## src/mem_pins_pkg.sv

```systemverilog
// Constants and carrier types for the shared SDRAM/flash pin multiplexer.
// Assumes a single 250 MHz core clock and a synchronous active-high reset.
package mem_pins_pkg;

  localparam int CLK_PERIOD_NS = 4;
  // Strap level meaning parallel flash
  localparam logic STRAP_PARALLEL = 1'b1;
  // Reset cycles before the strap level is captured (pin settles through sync)
  localparam int STRAP_WAIT_CYCLES = 3;
  localparam logic [1:0] STRAP_CNT_W2 = 2'h3;
  localparam int SDRAM_ADDR_W = 25;   // 32 MB
  localparam int FLASH_ADDR_W = 24;   // 16 MB
  localparam int SDRAM_CLK_DIV = 2;   // SDRAM clock = core / (2*div)
  localparam logic [1:0] CLK_DIV_LAST = 2'h1;

  typedef enum logic [1:0] {
    CYC_IDLE = 2'b00,
    CYC_SDRAM = 2'b01,
    CYC_FLASH = 2'b11
  } cycle_e;

  // Request from the SDRAM controller
  typedef struct packed {
    logic active;
    logic cs_n;
    logic ras_n;
    logic cas_n;
    logic we_n;
    logic [1:0] bank;
    logic [12:0] addr;
    logic [1:0] dqm_n;
    logic [15:0] wdata;
    logic drive;
  } sdram_req_s;

  // Request from the flash controller
  typedef struct packed {
    logic active;
    logic chip;
    logic we_n;
    logic [1:0] oe_n;
    logic [FLASH_ADDR_W:0] addr;  // bit 0 is the byte address lsb
    logic [7:0] wdata;
    logic drive;
    logic sck;
    logic sdo;
  } flash_req_s;

  // Pin bundle toward the board
  typedef struct packed {
    logic [7:0] dq_low;
    logic [7:0] dq_low_oe;
    logic [6:0] dq_high;
    logic dq15;
    logic dq_high_oe;
    logic [7:0] addr_mid;
    logic addr12;
    logic addr12_oe;
    logic upper_byte_enable;
    logic lower_byte_enable;
    logic row_strobe_or_addr14;
    logic col_strobe_or_addr13;
    logic bank_sel0_or_addr15;
    logic bank_sel1_or_addr16;
    logic sdram_cs_n;
    logic flash0_select;
    logic flash1_select;
    logic we_n;
  } pins_s;

endpackage

```

## src/shared_sdram_flash_bus_pins.sv

```systemverilog
// Shared pin multiplexer for the SDRAM and boot flash bus.
// Assumes upstream SDRAM and flash controllers share via this block's grant.
//
// Contract
// - The flash-type strap is sampled during reset: high means parallel, low serial.
// - In serial mode data bit 2 drives flash clock, bit 1 data out, bit 0 data in.
// - The low data byte is shared by SDRAM and flash cycles.
// - The upper data byte is SDRAM data 15..8 or flash address, bit 15 the address lsb.
// - Address pins 4..11 carry address to both SDRAM and parallel flash.
// - After sampling, the strap pin is driven as address bit 12 for both memories.
// - The two byte enables act as SDRAM data masks or flash output enables.
// - Row and column strobes carry flash address 14 and 13 in parallel flash cycles.
// - Bank selects pick the SDRAM bank or carry flash address 15 and 16.
// - A dedicated clock output times SDRAM cycles.
// - Two separate flash chip selects serve two flash devices.
// - The SDRAM chip select is active low.
// - One active-low write enable serves SDRAM and parallel flash.
// - Addressing reaches 16 MB of flash and 32 MB of SDRAM.
module shared_sdram_flash_bus_pins
  import mem_pins_pkg::*;
(
  // Clock and reset
  input wire logic clk,
  input wire logic rst,
  // Controller side
  input wire sdram_req_s sdram_req,
  input wire flash_req_s flash_req,
  output logic sdram_grant,
  output logic flash_grant,
  output logic parallel_flash,
  output logic [15:0] sdram_rdata,
  output logic [7:0] flash_rdata,
  output logic serial_din,
  // Board pins
  input wire logic [15:0] dq_in,
  input wire logic addr12_in,
  output pins_s pins,
  output logic sdram_clk
);

  cycle_e cyc_reg;
  cycle_e cyc_next;
  logic strap_s1_reg;
  logic strap_s2_reg;
  logic parallel_reg;
  logic [15:0] dq_s1_reg;
  logic [15:0] dq_s2_reg;
  logic [1:0] div_reg;
  logic sdram_clk_reg;
  pins_s pins_reg;
  pins_s pins_next;

  always_ff @(posedge clk) begin
    strap_s1_reg <= addr12_in;
    strap_s2_reg <= strap_s1_reg;
  end

  // capture strap while reset held
  // Last reset cycle wins; reset must outlast the two sync stages
  always_ff @(posedge clk) begin
    if (rst) begin
      parallel_reg <= (strap_s2_reg == STRAP_PARALLEL);
    end
  end

  // Data inputs come from the board
  always_ff @(posedge clk) begin
    dq_s1_reg <= dq_in;
    dq_s2_reg <= dq_s1_reg;
  end

  always_ff @(posedge clk) begin
    if (rst) begin
      div_reg <= 2'h0;
      sdram_clk_reg <= 1'b0;
    end else if (div_reg == CLK_DIV_LAST) begin
      div_reg <= 2'h0;
      sdram_clk_reg <= ~sdram_clk_reg;
    end else begin
      div_reg <= div_reg + 2'h1;
    end
  end

  // arbitration, an owner keeps the bus until it drops active
  always_comb begin
    cyc_next = cyc_reg;
    unique case (cyc_reg)
      CYC_IDLE: begin
        if (sdram_req.active) begin
          cyc_next = CYC_SDRAM;
        end else if (flash_req.active) begin
          cyc_next = CYC_FLASH;
        end
      end
      CYC_SDRAM: begin
        if (!sdram_req.active) begin
          cyc_next = CYC_IDLE;
        end
      end
      CYC_FLASH: begin
        if (!flash_req.active) begin
          cyc_next = CYC_IDLE;
        end
      end
      default: cyc_next = CYC_IDLE;
    endcase
  end

  always_ff @(posedge clk) begin
    if (rst) begin
      cyc_reg <= CYC_IDLE;
    end else begin
      cyc_reg <= cyc_next;
    end
  end

  // Pin values for the cycle about to run
  always_comb begin
    pins_next = '0;
    pins_next.sdram_cs_n = 1'b1;
    pins_next.flash0_select = 1'b1;
    pins_next.flash1_select = 1'b1;
    pins_next.we_n = 1'b1;
    pins_next.upper_byte_enable = 1'b1;
    pins_next.lower_byte_enable = 1'b1;
    pins_next.row_strobe_or_addr14 = 1'b1;
    pins_next.col_strobe_or_addr13 = 1'b1;
    // strap pin becomes address 12 once sampled
    pins_next.addr12_oe = 1'b1;
    unique case (cyc_next)
      CYC_SDRAM: begin
        pins_next.sdram_cs_n = sdram_req.cs_n;
        pins_next.row_strobe_or_addr14 = sdram_req.ras_n;
        pins_next.col_strobe_or_addr13 = sdram_req.cas_n;
        pins_next.we_n = sdram_req.we_n;
        pins_next.bank_sel0_or_addr15 = sdram_req.bank[0];
        pins_next.bank_sel1_or_addr16 = sdram_req.bank[1];
        pins_next.addr_mid = sdram_req.addr[11:4];
        pins_next.addr12 = sdram_req.addr[12];
        pins_next.upper_byte_enable = sdram_req.dqm_n[1];
        pins_next.lower_byte_enable = sdram_req.dqm_n[0];
        pins_next.dq_low = sdram_req.wdata[7:0];
        pins_next.dq_low_oe = {8{sdram_req.drive}};
        pins_next.dq_high = sdram_req.wdata[14:8];
        pins_next.dq15 = sdram_req.wdata[15];
        pins_next.dq_high_oe = sdram_req.drive;
      end
      CYC_FLASH: begin
        pins_next.flash0_select = flash_req.chip;
        pins_next.flash1_select = ~flash_req.chip;
        if (parallel_reg) begin
          pins_next.we_n = flash_req.we_n;
          pins_next.upper_byte_enable = flash_req.oe_n[1];
          pins_next.lower_byte_enable = flash_req.oe_n[0];
          // lsb plus high address on upper data pins
          pins_next.dq15 = flash_req.addr[0];
          pins_next.dq_high = flash_req.addr[24:18];
          pins_next.dq_high_oe = 1'b1;
          pins_next.addr_mid = flash_req.addr[12:5];
          pins_next.addr12 = flash_req.addr[13];
          // strobes as address 14 and 13
          pins_next.col_strobe_or_addr13 = flash_req.addr[14];
          pins_next.row_strobe_or_addr14 = flash_req.addr[15];
          // banks as address 15 and 16
          pins_next.bank_sel0_or_addr15 = flash_req.addr[16];
          pins_next.bank_sel1_or_addr16 = flash_req.addr[17];
          pins_next.dq_low = flash_req.wdata;
          pins_next.dq_low_oe = {8{flash_req.drive}};
        end else begin
          // serial clock, data out, data in
          pins_next.dq_low[2] = flash_req.sck;
          pins_next.dq_low[1] = flash_req.sdo;
          pins_next.dq_low_oe = 8'h06;
        end
      end
      default: begin
      end
    endcase
  end

  always_ff @(posedge clk) begin
    if (rst) begin
      pins_reg <= '0;
      pins_reg.sdram_cs_n <= 1'b1;
      pins_reg.flash0_select <= 1'b1;
      pins_reg.flash1_select <= 1'b1;
      pins_reg.we_n <= 1'b1;
      pins_reg.upper_byte_enable <= 1'b1;
      pins_reg.lower_byte_enable <= 1'b1;
      pins_reg.row_strobe_or_addr14 <= 1'b1;
      pins_reg.col_strobe_or_addr13 <= 1'b1;
    end else begin
      pins_reg <= pins_next;
    end
  end

  // Read data captured from synchronised pins
  always_ff @(posedge clk) begin
    if (rst) begin
      sdram_rdata <= 16'h0000;
      flash_rdata <= 8'h00;
      serial_din <= 1'b0;
    end else begin
      sdram_rdata <= dq_s2_reg;
      flash_rdata <= dq_s2_reg[7:0];
      // serial data in on bit 0
      serial_din <= dq_s2_reg[0];
    end
  end

  always_ff @(posedge clk) begin
    if (rst) begin
      sdram_grant <= 1'b0;
      flash_grant <= 1'b0;
    end else begin
      sdram_grant <= (cyc_next == CYC_SDRAM);
      flash_grant <= (cyc_next == CYC_FLASH);
    end
  end

  // Follows the strap during reset so it stands still after release
  always_ff @(posedge clk) begin
    parallel_flash <= parallel_reg;
  end

  assign pins = pins_reg;
  assign sdram_clk = sdram_clk_reg;

endmodule

```

## config.mk

```make
export PLATFORM = sky130hd
export DESIGN_NAME = shared_sdram_flash_bus_pins
export DESIGN_NICKNAME = d
export VERILOG_FILES = /design/src/mem_pins_pkg.sv /design/src/shared_sdram_flash_bus_pins.sv
export SDC_FILE = /design/constraint.sdc
export NUM_CORES = 1
export LEC_CHECK = 0
export ABC_CLOCK_PERIOD_IN_PS = 1900
export BUFFER_PORTS_ARGS = -buffer_cell sky130_fd_sc_hd__buf_4
export CORE_AREA = 3 3 112 114
export DETAILED_ROUTE_END_ITERATION = 8
export DIE_AREA = 0 0 115 117
export PLACE_DENSITY = 0.61
export SLEW_MARGIN = 20
export SYNTH_ARGS = -nofsm -noshare
export SYNTH_HDL_FRONTEND = slang
export SYNTH_SLANG_ARGS = --single-unit
```

## constraint.sdc

```tcl
create_clock -name clk -period 1.9 [get_ports clk]
set_input_delay 0.285 -clock clk [delete_from_list [all_inputs] [get_ports clk]]
set_output_delay 0.285 -clock clk [all_outputs]
set_load 0.05 [all_outputs]
```

Word-level counts from Yosys, hierarchy flattened
Cells that the tools add are included.
{"block": "op_classes", "addsub": 1, "n_mul": 0, "n_div": 0, "magnitude_cmp": 0, "eq_ne": 5, "shifts": 0, "mux": 18, "bitwise_logic": 4, "reduce_logical": 4}
{"operator": "$pmux 34 s2", "n": 1}
{"operator": "$mux 18", "n": 1}
{"operator": "$mux 2", "n": 6}
{"operator": "$pmux 6 s2", "n": 1}
{"operator": "$mux 11", "n": 1}
{"operator": "$mux 8", "n": 1}
{"operator": "$eq 2x1->1 const B", "n": 3}
{"operator": "$mux 6", "n": 1}
{"operator": "$pmux 2 s3", "n": 1}
{"operator": "$reduce_or 2->1", "n": 3}
{"operator": "$mux 5", "n": 1}
{"operator": "$eq 2x2->1 const B", "n": 2}
{"operator": "$not 1->1", "n": 4}
{"operator": "$mux 1", "n": 3}
{"operator": "$add 2x1->2 const B", "n": 1}
{"operator": "$logic_not 2->1", "n": 1}
{"operator": "$pmux 1 s2", "n": 1}
{"block": "word_totals", "regBits": 113, "latchBits": 0, "ram_bits": 0, "rom_bits": 0, "in_bits": 99, "out_inout_bits": 74, "elab_cells": 64, "mem_count": 0}

Logic depth before layout (Yosys ltp)
Gate-level depths: netlist of run 1.
{"block": "depth", "ltp_word": 6, "ltp_mapped": 6, "depth_no_buf": 4}

Least setup slack after synthesis of run 1
No wires, ideal clock.
{"block": "synth_timing", "kind": "register to register", "startpoint": "reg cyc_reg[0]", "endpoint": "reg pins_reg, in the netlist pins[35]", "setup_time_ps": 68, "t_arrival_ps": 1445, "required_time_ps": 1832, "setup_slack_ps": 387, "stages_incl_launch_ff": 6, "n_path_buf": 1, "synth_period_minus_slack_ps": 1513, "path_cell_list": "dfxtp_1 or4b_4 a21oi_4 buf_6 nand2_2 a21oi_2"}
{"block": "synth_between", "elab_chain_len": 5, "elab_cells_between_ends": 11, "classes_between": "eq/ne: 4; mux: 6; reduce/logical: 1"}
{"item": "start: declaration", "line_no": "shared_sdram_flash_bus_pins.sv:41", "text": "cycle_e cyc_reg;"}
{"item": "start signal: assignment", "line_no": "shared_sdram_flash_bus_pins.sv:113", "text": "cyc_reg <= cyc_next;"}
{"item": "$mux 2", "line_no": "shared_sdram_flash_bus_pins.sv:91", "text": "end else if (flash_req.active) begin"}
{"item": "$mux 2", "line_no": "shared_sdram_flash_bus_pins.sv:89", "text": "if (sdram_req.active) begin"}
{"item": "$pmux 2 s3 *", "line_no": "shared_sdram_flash_bus_pins.sv:87", "text": "unique case (cyc_reg)"}
{"item": "$eq 2x2->1 or $eq 2x1->1 (tied branches)", "line_no": "shared_sdram_flash_bus_pins.sv:130", "text": "unique case (cyc_next)"}
{"item": "$pmux 34 s2 *", "line_no": "shared_sdram_flash_bus_pins.sv:130"}
{"item": "end signal: assignment", "line_no": "shared_sdram_flash_bus_pins.sv:193", "text": "pins_reg <= pins_next;"}
{"item": "end: declaration", "line_no": "shared_sdram_flash_bus_pins.sv:50", "text": "pins_s pins_reg;"}
Every way passes the cells marked *; elsewhere a longest branch is shown, timed or not.
A chain may end at the register's enable or synchronous reset.

Final worst setup path of run 1
{"block": "layout_timing", "startpoint": "reg cyc_reg[1]", "endpoint": "reg pins_reg, in the netlist pins[13]"}
Same word-level chain as after synthesis.

==> impl.org, run 1 <==
** Clocking
- The number of clock buffers added by TritonCTS is 9.
- The clock passes through at most 2 buffers.
- In this run, post-CTS hold repair placed 0 buffers.
- Clock-pin slew was measured on the worst setup and hold paths at 0.06 ns.
- After clock tree synthesis, the repair step resized 0 gates.
- The clock drives 98 sinks.
- Setup repair bufs after CTS :: 0
- Clock tree root buffer cell :: sky130_fd_sc_hd__clkbuf_16
- Clock latency reported for the late side of the worst-skew pair :: between 0.3 and 0.4 ns
- H-tree depth :: 3
- CTS tree :: done

** Setup path
- Path type of the worst setup path :: flop to flop
- The worst setup path is launched from a flop.
- Worst reg2reg startpoint :: cyc_reg[1]
- Traced cell by cell, the critical path runs through or4b_4, a21oi_4, buf_12, a22oi_1, nor2_2.
- Worst path required time :: 2.17 ns
- The largest individual stage delay along the critical path comes from the cell sky130_fd_sc_hd__or4b_4.
- Largest stage delay, worst path :: 0.57 ns
- Worst R2R End :: pins[13]
- Across all register-to-register paths, the minimum setup slack is 0.30 ns.
- Number of cell instances on the worst register-to-register path :: 5
- Among cell families on the critical path, the largest total delay comes from simple AND/OR/NAND/NOR gates.
- Data arrival time of the critical path :: 1.87 ns
- STA classifies the critical path endpoint as a flop.
- Worst path bufs/invs :: 1
- Highest fanout seen on the critical path :: 27

** Place
- Count of port buffers added during placement :: around 160
- Routability-driven placement finished with a final weighted congestion of 0.7402.
- Placed Instances :: between 500 and 600
- Detailed placement finished with a half-perimeter wire length of 5.370 mm.

** Die
- Number of top-level pins :: about 170
- Core area :: 0.01152 mm2
- Starting utilization of the core area :: 0.2528
- Die height :: 117 um
- Area of the die :: 0.01346 mm2
- Number of cell rows :: 39
- Die outline width :: roughly 120 um

** Logic synthesis
- Post-synthesis adder-cell area fraction :: 0.004297
- The cell count after synthesis came out at 243.
- Simple-gate area share of the yosys netlist :: 0.1354
- Sequential area share after synthesis :: 0.6773
- Largest family of logic cells by synthesized area :: simple AND/OR/NAND/NOR gates
- Total of flip-flops plus latches after synthesis :: between 90 and 100
- Synth top area share :: 0.6670
- Fraction of registers with async set or reset after synthesis :: 0
- By area the synthesized netlist is led by sky130_fd_sc_hd__dfxtp_1 (67%), sky130_fd_sc_hd__a22oi_1 (6.4%), sky130_fd_sc_hd__buf_4 (4.4%).
- The most common cell in the synthesized netlist is sky130_fd_sc_hd__dfxtp_1.
- Proportion of synthesized area in mux cells :: 0.007735
- The most used flip-flop cell after synthesis is sky130_fd_sc_hd__dfxtp_1.
- Post-synthesis xor/xnor area fraction :: 0.003008
- During synthesis, Yosys emitted a total of 0 warnings.
- Mean post-synth cell area :: 11.98 um2
- Yosys mapped a number of flops with a built-in enable equal to 1.
- In this run, distinct cell masters in the synthesized netlist total 30.
- Synthesis produced a netlist with a net count of 343.
- The fraction of the mapped netlist area in compound gates was 0.1040.
- In this run the cell area of the synthesized design comes to roughly 0.0029 mm2.
- Area leader, netlist :: sky130_fd_sc_hd__dfxtp_1
- In the synthesized netlist, the cells that appear most often are sky130_fd_sc_hd__dfxtp_1 (97), sky130_fd_sc_hd__a22oi_1 (25), sky130_fd_sc_hd__nor2_2 (18).

** Pwr
- Static Leak :: 2.044 nW
- VDD sags by at most 582.4 uV.
- PwrDens :: around 1100 mW/mm2

** Global routing
- Global routing finished with a remaining overflow of 0.
- Pin count of the biggest net entering global routing :: 37
- The number of global-route vias before repair came to around 2200.
- The first global-routing pass estimated 10.65 mm of wire.
- Initial antenna violation count :: 0
- For this run, the total global-route usage over all layers was measured as 0.1063.

** Cells and area
- Layout Nets :: 494
- 0 antenna diodes ended up in the layout.
- Relative to the synthesized area, the layout overhead comes to 53.76%.
- The register with the most flip-flops in the layout has 39 of them.
- After the flow finishes, the layout carries non-filler instances totaling 542.
- In the final layout, the share of cells above drive strength 1 is 0.5188.

** Timing
- Static timing analysis puts the maximum clock frequency at 0.6269 GHz.
- The number of pins exceeding their max-slew limit in the final report is 0.
- Final setup violation count :: 0
- At the pin with the least slew margin, the transition time is 0.3848 ns.
- RSZ-0062 raised after global routing :: no
- Tightest hold margin :: 0.04448 ns
- Share of the cycle needed by the critical path after routing :: 0.8395
- Number of failing hold endpoints at the final stage :: 0
- In this run the tightest slew margin relative to its limit is 0.7434.
- Final Skew :: 0.004928 ns
- Time the final worst path needs with I/O delays and setup :: 1.595 ns
- Total negative slack :: 0 ns

** Hold path
- The path class of the tightest hold or removal check is input pin to flop.
- Hold Crit Endpoint :: dq_s1_reg[13]
- Along the worst hold path, the cell count comes to 1.
- Startpoint of the tightest hold check path :: dq_in[13]

** Route
- Number of optimization iterations in the first detailed-route pass :: 4
- In the routed layout, each cell is associated on average with a via count of 4.089.
- Dividing the detail-routed wire length by the instance count gives 13.11 um.
- For this run, design rule violations remaining after detail routing come to 0.
- Total vias in the final route :: 2216
- Total wire length :: 7.106 mm
- The detailed router finished its first iteration with 106 violations.
- In this run the remaining antenna-violating nets after routing total 0.

** Status
- The flow ran to the end, and the final reports show no timing, DRC or antenna violations.

** Flow run
- Max-cap violations :: 0
## routing by layer
layer,wire length [um],GRT usage,vias up
met5,0,0,-
met4,70,0.04225,0
met3,911,0.06992,7
met2,3526,0.1740,120
met1,2597,0.1081,1000
li1,-,-,1089
## how the worst max path moves through the flow
stage,to,from,depth (start not counted)
finish,pins[13],cyc_reg[1],5
global route,pins[27],cyc_reg[1],5
CTS,pins[13],cyc_reg[1],5
detailed placement,pins[13],sdram_req[38],6
global placement,pins[13],sdram_req[38],6
floorplan,pins[35],cyc_reg[0],5
## through the flow
step	setup slack [ns]	utilization	power, mW	instance area [um2]
floorplan	0.3869	-	2.732	2912
global placement	0.2947	0.3634	3.026	4185
detailed placement	0.2632	0.3634	3.037	4185
CTS	0.2976	0.3887	4.853	4477
global route	0.2089	0.3887	4.987	4477
finish	0.3050	0.3887	4.755	4477
## layout make-up
class / count / area, um2
tap: 143 / 178.9
clock buffer: 11 / 232.7
timing repair buffer: 167 / 1279
sequential: 98 / 1972
inverter: 4 / 15.01
fill: 1132 / 7039
clock inverter: 5 / 58.81
multi-input combinational: 114 / 740.7
## logic make-up (layout without fill, tap and decap cells)
kind of cell | Yosys count | count (layout)
buf+inv | 31 | 187
flops | 98 | 98
simple gates | 69 | 69
fa+ha+maj | 1 | 1
mux | 2 | 2
compound gates | 41 | 41
xor+xnor | 1 | 1
## layout by cell type, fill, tap and decap left out, types with 2 or more instances in the layout
cell / count
sky130_fd_sc_hd__clkbuf_16: 9
sky130_fd_sc_hd__a22oi_2: 2
sky130_fd_sc_hd__buf_4: 165
sky130_fd_sc_hd__dfxtp_1: 97
sky130_fd_sc_hd__nand3b_1: 5
sky130_fd_sc_hd__a21oi_1: 4
sky130_fd_sc_hd__clkbuf_1: 2
sky130_fd_sc_hd__buf_12: 2
sky130_fd_sc_hd__nor3_1: 2
sky130_fd_sc_hd__nor2_1: 12
sky130_fd_sc_hd__inv_1: 4
sky130_fd_sc_hd__nand2b_1: 2
sky130_fd_sc_hd__nor2b_1: 16
sky130_fd_sc_hd__o21ai_0: 6
sky130_fd_sc_hd__and2b_1: 2
sky130_fd_sc_hd__nor2_2: 18
sky130_fd_sc_hd__a22oi_1: 25
sky130_fd_sc_hd__mux2_2: 2
sky130_fd_sc_hd__inv_6: 2
sky130_fd_sc_hd__nand2_1: 8
## report_power, final
group          total [mW]  switching (mW)  internal (mW)
Combinational       0.767           0.467          0.301
Sequential           2.21          0.0380           2.17
Clock                1.78           0.747           1.03
Note: power is estimated with default switching activity, not from simulation.
==> run 2, diff against run 1 <==
Settings changed: ABC_CLOCK_PERIOD_IN_PS 1900 to 1500.
Clock period 1.9 ns to 1.5 ns, I/O delays scaled along.
==> run 2 against run 1 <==
Net effect: the run now ends with setup timing left; clock skew increased by 0.0011 ns; routed wire length increased by 7.4%; flip-flop and latch count unchanged; combinational power increased by 38%; total power increased by 30%; global-route usage increased by 0.065 points; register-to-register slack got worse by 0.39 ns; fmax increased by 0.42%; critical path type unchanged; highest routed layer unchanged.
==> impl.org, run 2 (same netlist as run 1, synthesis figures left out) <==
** Cells and area
- Final standard cell utilization of the core :: 0.4170 (+0.02825)
- The ratio of cells with drive above 1 in the final layout came to 0.5141 (-0.004712).
- Area taken by multi-input logic gates :: 745.7 um2 (+0.68%)
- Antenna cells :: 0 (unchanged)
- The number of nets at the end of the flow was 521 (+5.5%).
- The number of flip-flops in the largest register came to 39 (unchanged).
- The summed area of non-filler cells in the final layout is 0.004802 mm2 (+7.3%).
- The storage element area is 0.001973 mm2 (about the same).
- The number of fill cells was 1104 (-2.5%).
- Most frequent cells in the layout :: sky130_fd_sc_hd__buf_4 (170), sky130_fd_sc_hd__dfxtp_1 (96), sky130_fd_sc_hd__a22oi_1 (25)
- Relative to the synthesized area, the layout overhead comes to 64.93%.
- Leaving out fill and tap cells, the most frequent cell in the layout is sky130_fd_sc_hd__buf_4.

** Die
- Number of top-level pins :: 173 (unchanged)
- Area of the die :: 0.01346 mm2 (unchanged)
- The die width was 115 um (unchanged).
- The area of the core is 0.01152 mm2 (unchanged).
- Starting utilization of the core area :: 0.2528 (unchanged)
- Number of cell rows :: 39 (unchanged)
- Die height :: 117 um (unchanged)

** Setup path
- The required time reported for the critical path endpoint is 1.79 ns (-0.38 ns).
- Highest fanout seen on the critical path :: 11 (-59%)
- Worst Setup End Kind :: flop
- The startpoint identified for the worst register-to-register timing path is cyc_reg[1].
- Data arrival time of the critical path :: 1.87 ns (about the same)
- Cell breakdown of the critical path :: or4b_4, a21oi_4, buf_12, clkbuf_16, a22oi_1, nor2_2
- Path type of the worst setup path :: flop to flop
- The biggest cell delay along the critical path was 0.55 ns (-0.02 ns).
- The worst setup path is launched from a flop.
- The critical path starts at cyc_reg[1].
- Worst path slowest cell :: sky130_fd_sc_hd__or4b_4

** Global routing
- Global-route total usage across every layer :: 0.1069 (+0.0006500)
- The number of global-route vias before repair is 2143 (-1.7%).
- Final global-route overflow total :: 0 (unchanged)
- Initial antenna violation count :: 0 (unchanged)
- The first-pass GRT wire length came to 10.67 mm (+0.13%).
- The maximum number of pins on one net before global-route repair was 37 (unchanged).

** Status
- The final reports fail on setup timing.
- The flow ran to the end, but the final reports show violations.

** Pwr
- The worst ir drop on vdd was 633.6 uV (+8.8%).
- Combinational share of power :: 0.171 (+0.010)
- Static Leak :: 2.193 nW (+7.3%)
- Switch share :: 0.2697 (+0.006423)
- The share of power burned in the clock network is 0.375 (+0.002).
- The proportion of power drawn by flip-flops and latches was 0.454 (-0.011).
- The switching power came to 1.666 mW (+33%).
- The design internal power is 4.510 mW (+29%).
- PwrDens :: 1286 mW/mm2 (+21%)

** Hold path
- In this run the most critical hold path is launched from flash_req[39].
- Class of the tightest hold or removal check :: input pin to flop

** Clocking
- Clock latency reported for the late side of the worst-skew pair :: 0.34 ns (about the same)
- Number of buffers on the longest clock path :: 2 (unchanged)
- TritonCTS built the clock tree.
- The TritonCTS sink count was 98 (unchanged).
- Clock tree root buffer cell :: sky130_fd_sc_hd__clkbuf_16
- The register clock-pin slew on the reported worst setup and hold paths is 0.07 ns (about the same).
- H-tree depth :: 3 (unchanged)
- The TritonCTS buffer count was 9 (unchanged).

** Route
- Count of unresolved DRC violations after routing :: 0 (unchanged)
- The starting DRC count in detailed routing came to 69 (-35%).
- The number of detailed-routing iterations run before antenna repair was 4 (unchanged).
- The total detailed-routing wirelength is 7.634 mm (+7.4%).
- Residual antenna-violating net count after detailed routing :: 0 (unchanged)
- Detail-routed via count per cell :: 4.030 (-1.4%)
- The vias after detailed routing came to 2293 (+3.5%).
- The average wire length per cell after detail routing was 13.42 um (+2.3%).

** Timing
- Pins over their slew limit :: 0 (unchanged)
- The clock period minus worst slack came to 1.588 ns (-0.006646 ns).
- The post-route worst setup slack is -0.08838 ns (-0.3934 ns).
- Final Skew :: 0.006021 ns (+0.001093 ns)
- The share of the cycle needed by the critical path after routing was 1.059 (+0.2194).
- Setup repair after global routing could not meet its margin everywhere.
- The achievable frequency is 0.6296 GHz (+0.42%).
- Final setup violation count :: 27 (+27)
- The hold violation count in the final report is 0 (unchanged).
- Worst slew pin tran :: 0.2554 ns (-0.1294 ns)
- Remaining max-slew budget at the tightest pin :: 0.8293 (+0.08581)

** Place
- The area after detailed placement came to 0.004243 mm2 (+1.4%).
- Final RePlAce weighted congestion :: 0.7367 (-0.47%)
- The detailed placer's ending HPWL is 5.400 mm (+0.56%).
- The number of buffer cells added on primary ports is 164 (unchanged).

** Flow run
- Max-cap violations :: 0 (unchanged)
==> run 2: changes by cell type in the layout (fill, tap and decap cells not counted), sizes merged <==
cell and change:
dlygate4sd3 +17, buf +8, clkbuf +1, clkinvlp +1
==> run 2: metrics by stage <==
step / TNS [ns] / power, mW / hold slack (ns) / instances / setup WS, ns
after floorplan: 0 / 3.460 / 0.2527 / 243 / 0.009096
after global placement: -0.001633 / 3.852 / 0.3111 / 532 / -0.001332
after detailed placement: -0.5785 / 3.868 / 0.3121 / 532 / -0.05194
after CTS: -0.8332 / 6.251 / 0.02056 / 566 / -0.05396
after global routing: -3.281 / 6.445 / 0.02330 / 569 / -0.1367
final: -1.555 / 6.176 / 0.03831 / 569 / -0.08838
==> run 2: layout make-up <==
class / instances / area share
Sequential cell: 98 / 0.4109
Timing Repair Buffer: 194 / 0.3306
Multi-Input combinational cell: 114 / 0.1553
Clock buffer: 10 / 0.04768
Tap cell: 143 / 0.03726
Clock inverter: 6 / 0.01511
Inverter: 4 / 0.003127
==> run 2: worst paths after layout <==
path	end	slack, ns	cells after the start
worst min-delay path	pins[1]	0.04	2
worst max-delay path	pins[5]	-0.09	6
worst min register to register	strap_s2_reg	0.32	0
worst max register to register	pins[5]	-0.09	6
==> run 2: metal layers <==
metal / vias to the layer above / GRT usage / routed length (um)
li1: 1145 / - / -
met1: 1019 / 0.1113 / 2964
met2: 119 / 0.1721 / 3626
met3: 10 / 0.07147 / 914
met4: 0 / 0.04069 / 128
met5: - / 0 / 0
==> run 2: power groups by stage <==
stage	logic [mW]	clock network (mW)	registers (mW)
floorplan	0.307	0	3.15
global placement	0.994	0	2.86
detailed placement	1.01	0	2.86
CTS	1.05	2.40	2.80
global route	1.11	2.52	2.82
finish	1.06	2.32	2.80
==> run 2: worst max-delay path: cells and delay by family, from the launching register on <==
kind,cells,cell delay [ns]
AOI/OAI and AO/OA,2,0.26
buffers and inverters,2,0.30
DFF,1,0.34
and+or+nand+nor,2,0.63
==> run 2: what timing repair did <==
item                                    CTS  global route
gates cloned                              0             2
hold buffers                             17             0
endpoints found under the setup margin   26            34
endpoints found under the hold margin    17             0
buffers inserted                          1             1
pin swaps                                 0             2
gates resized for setup                   2             1
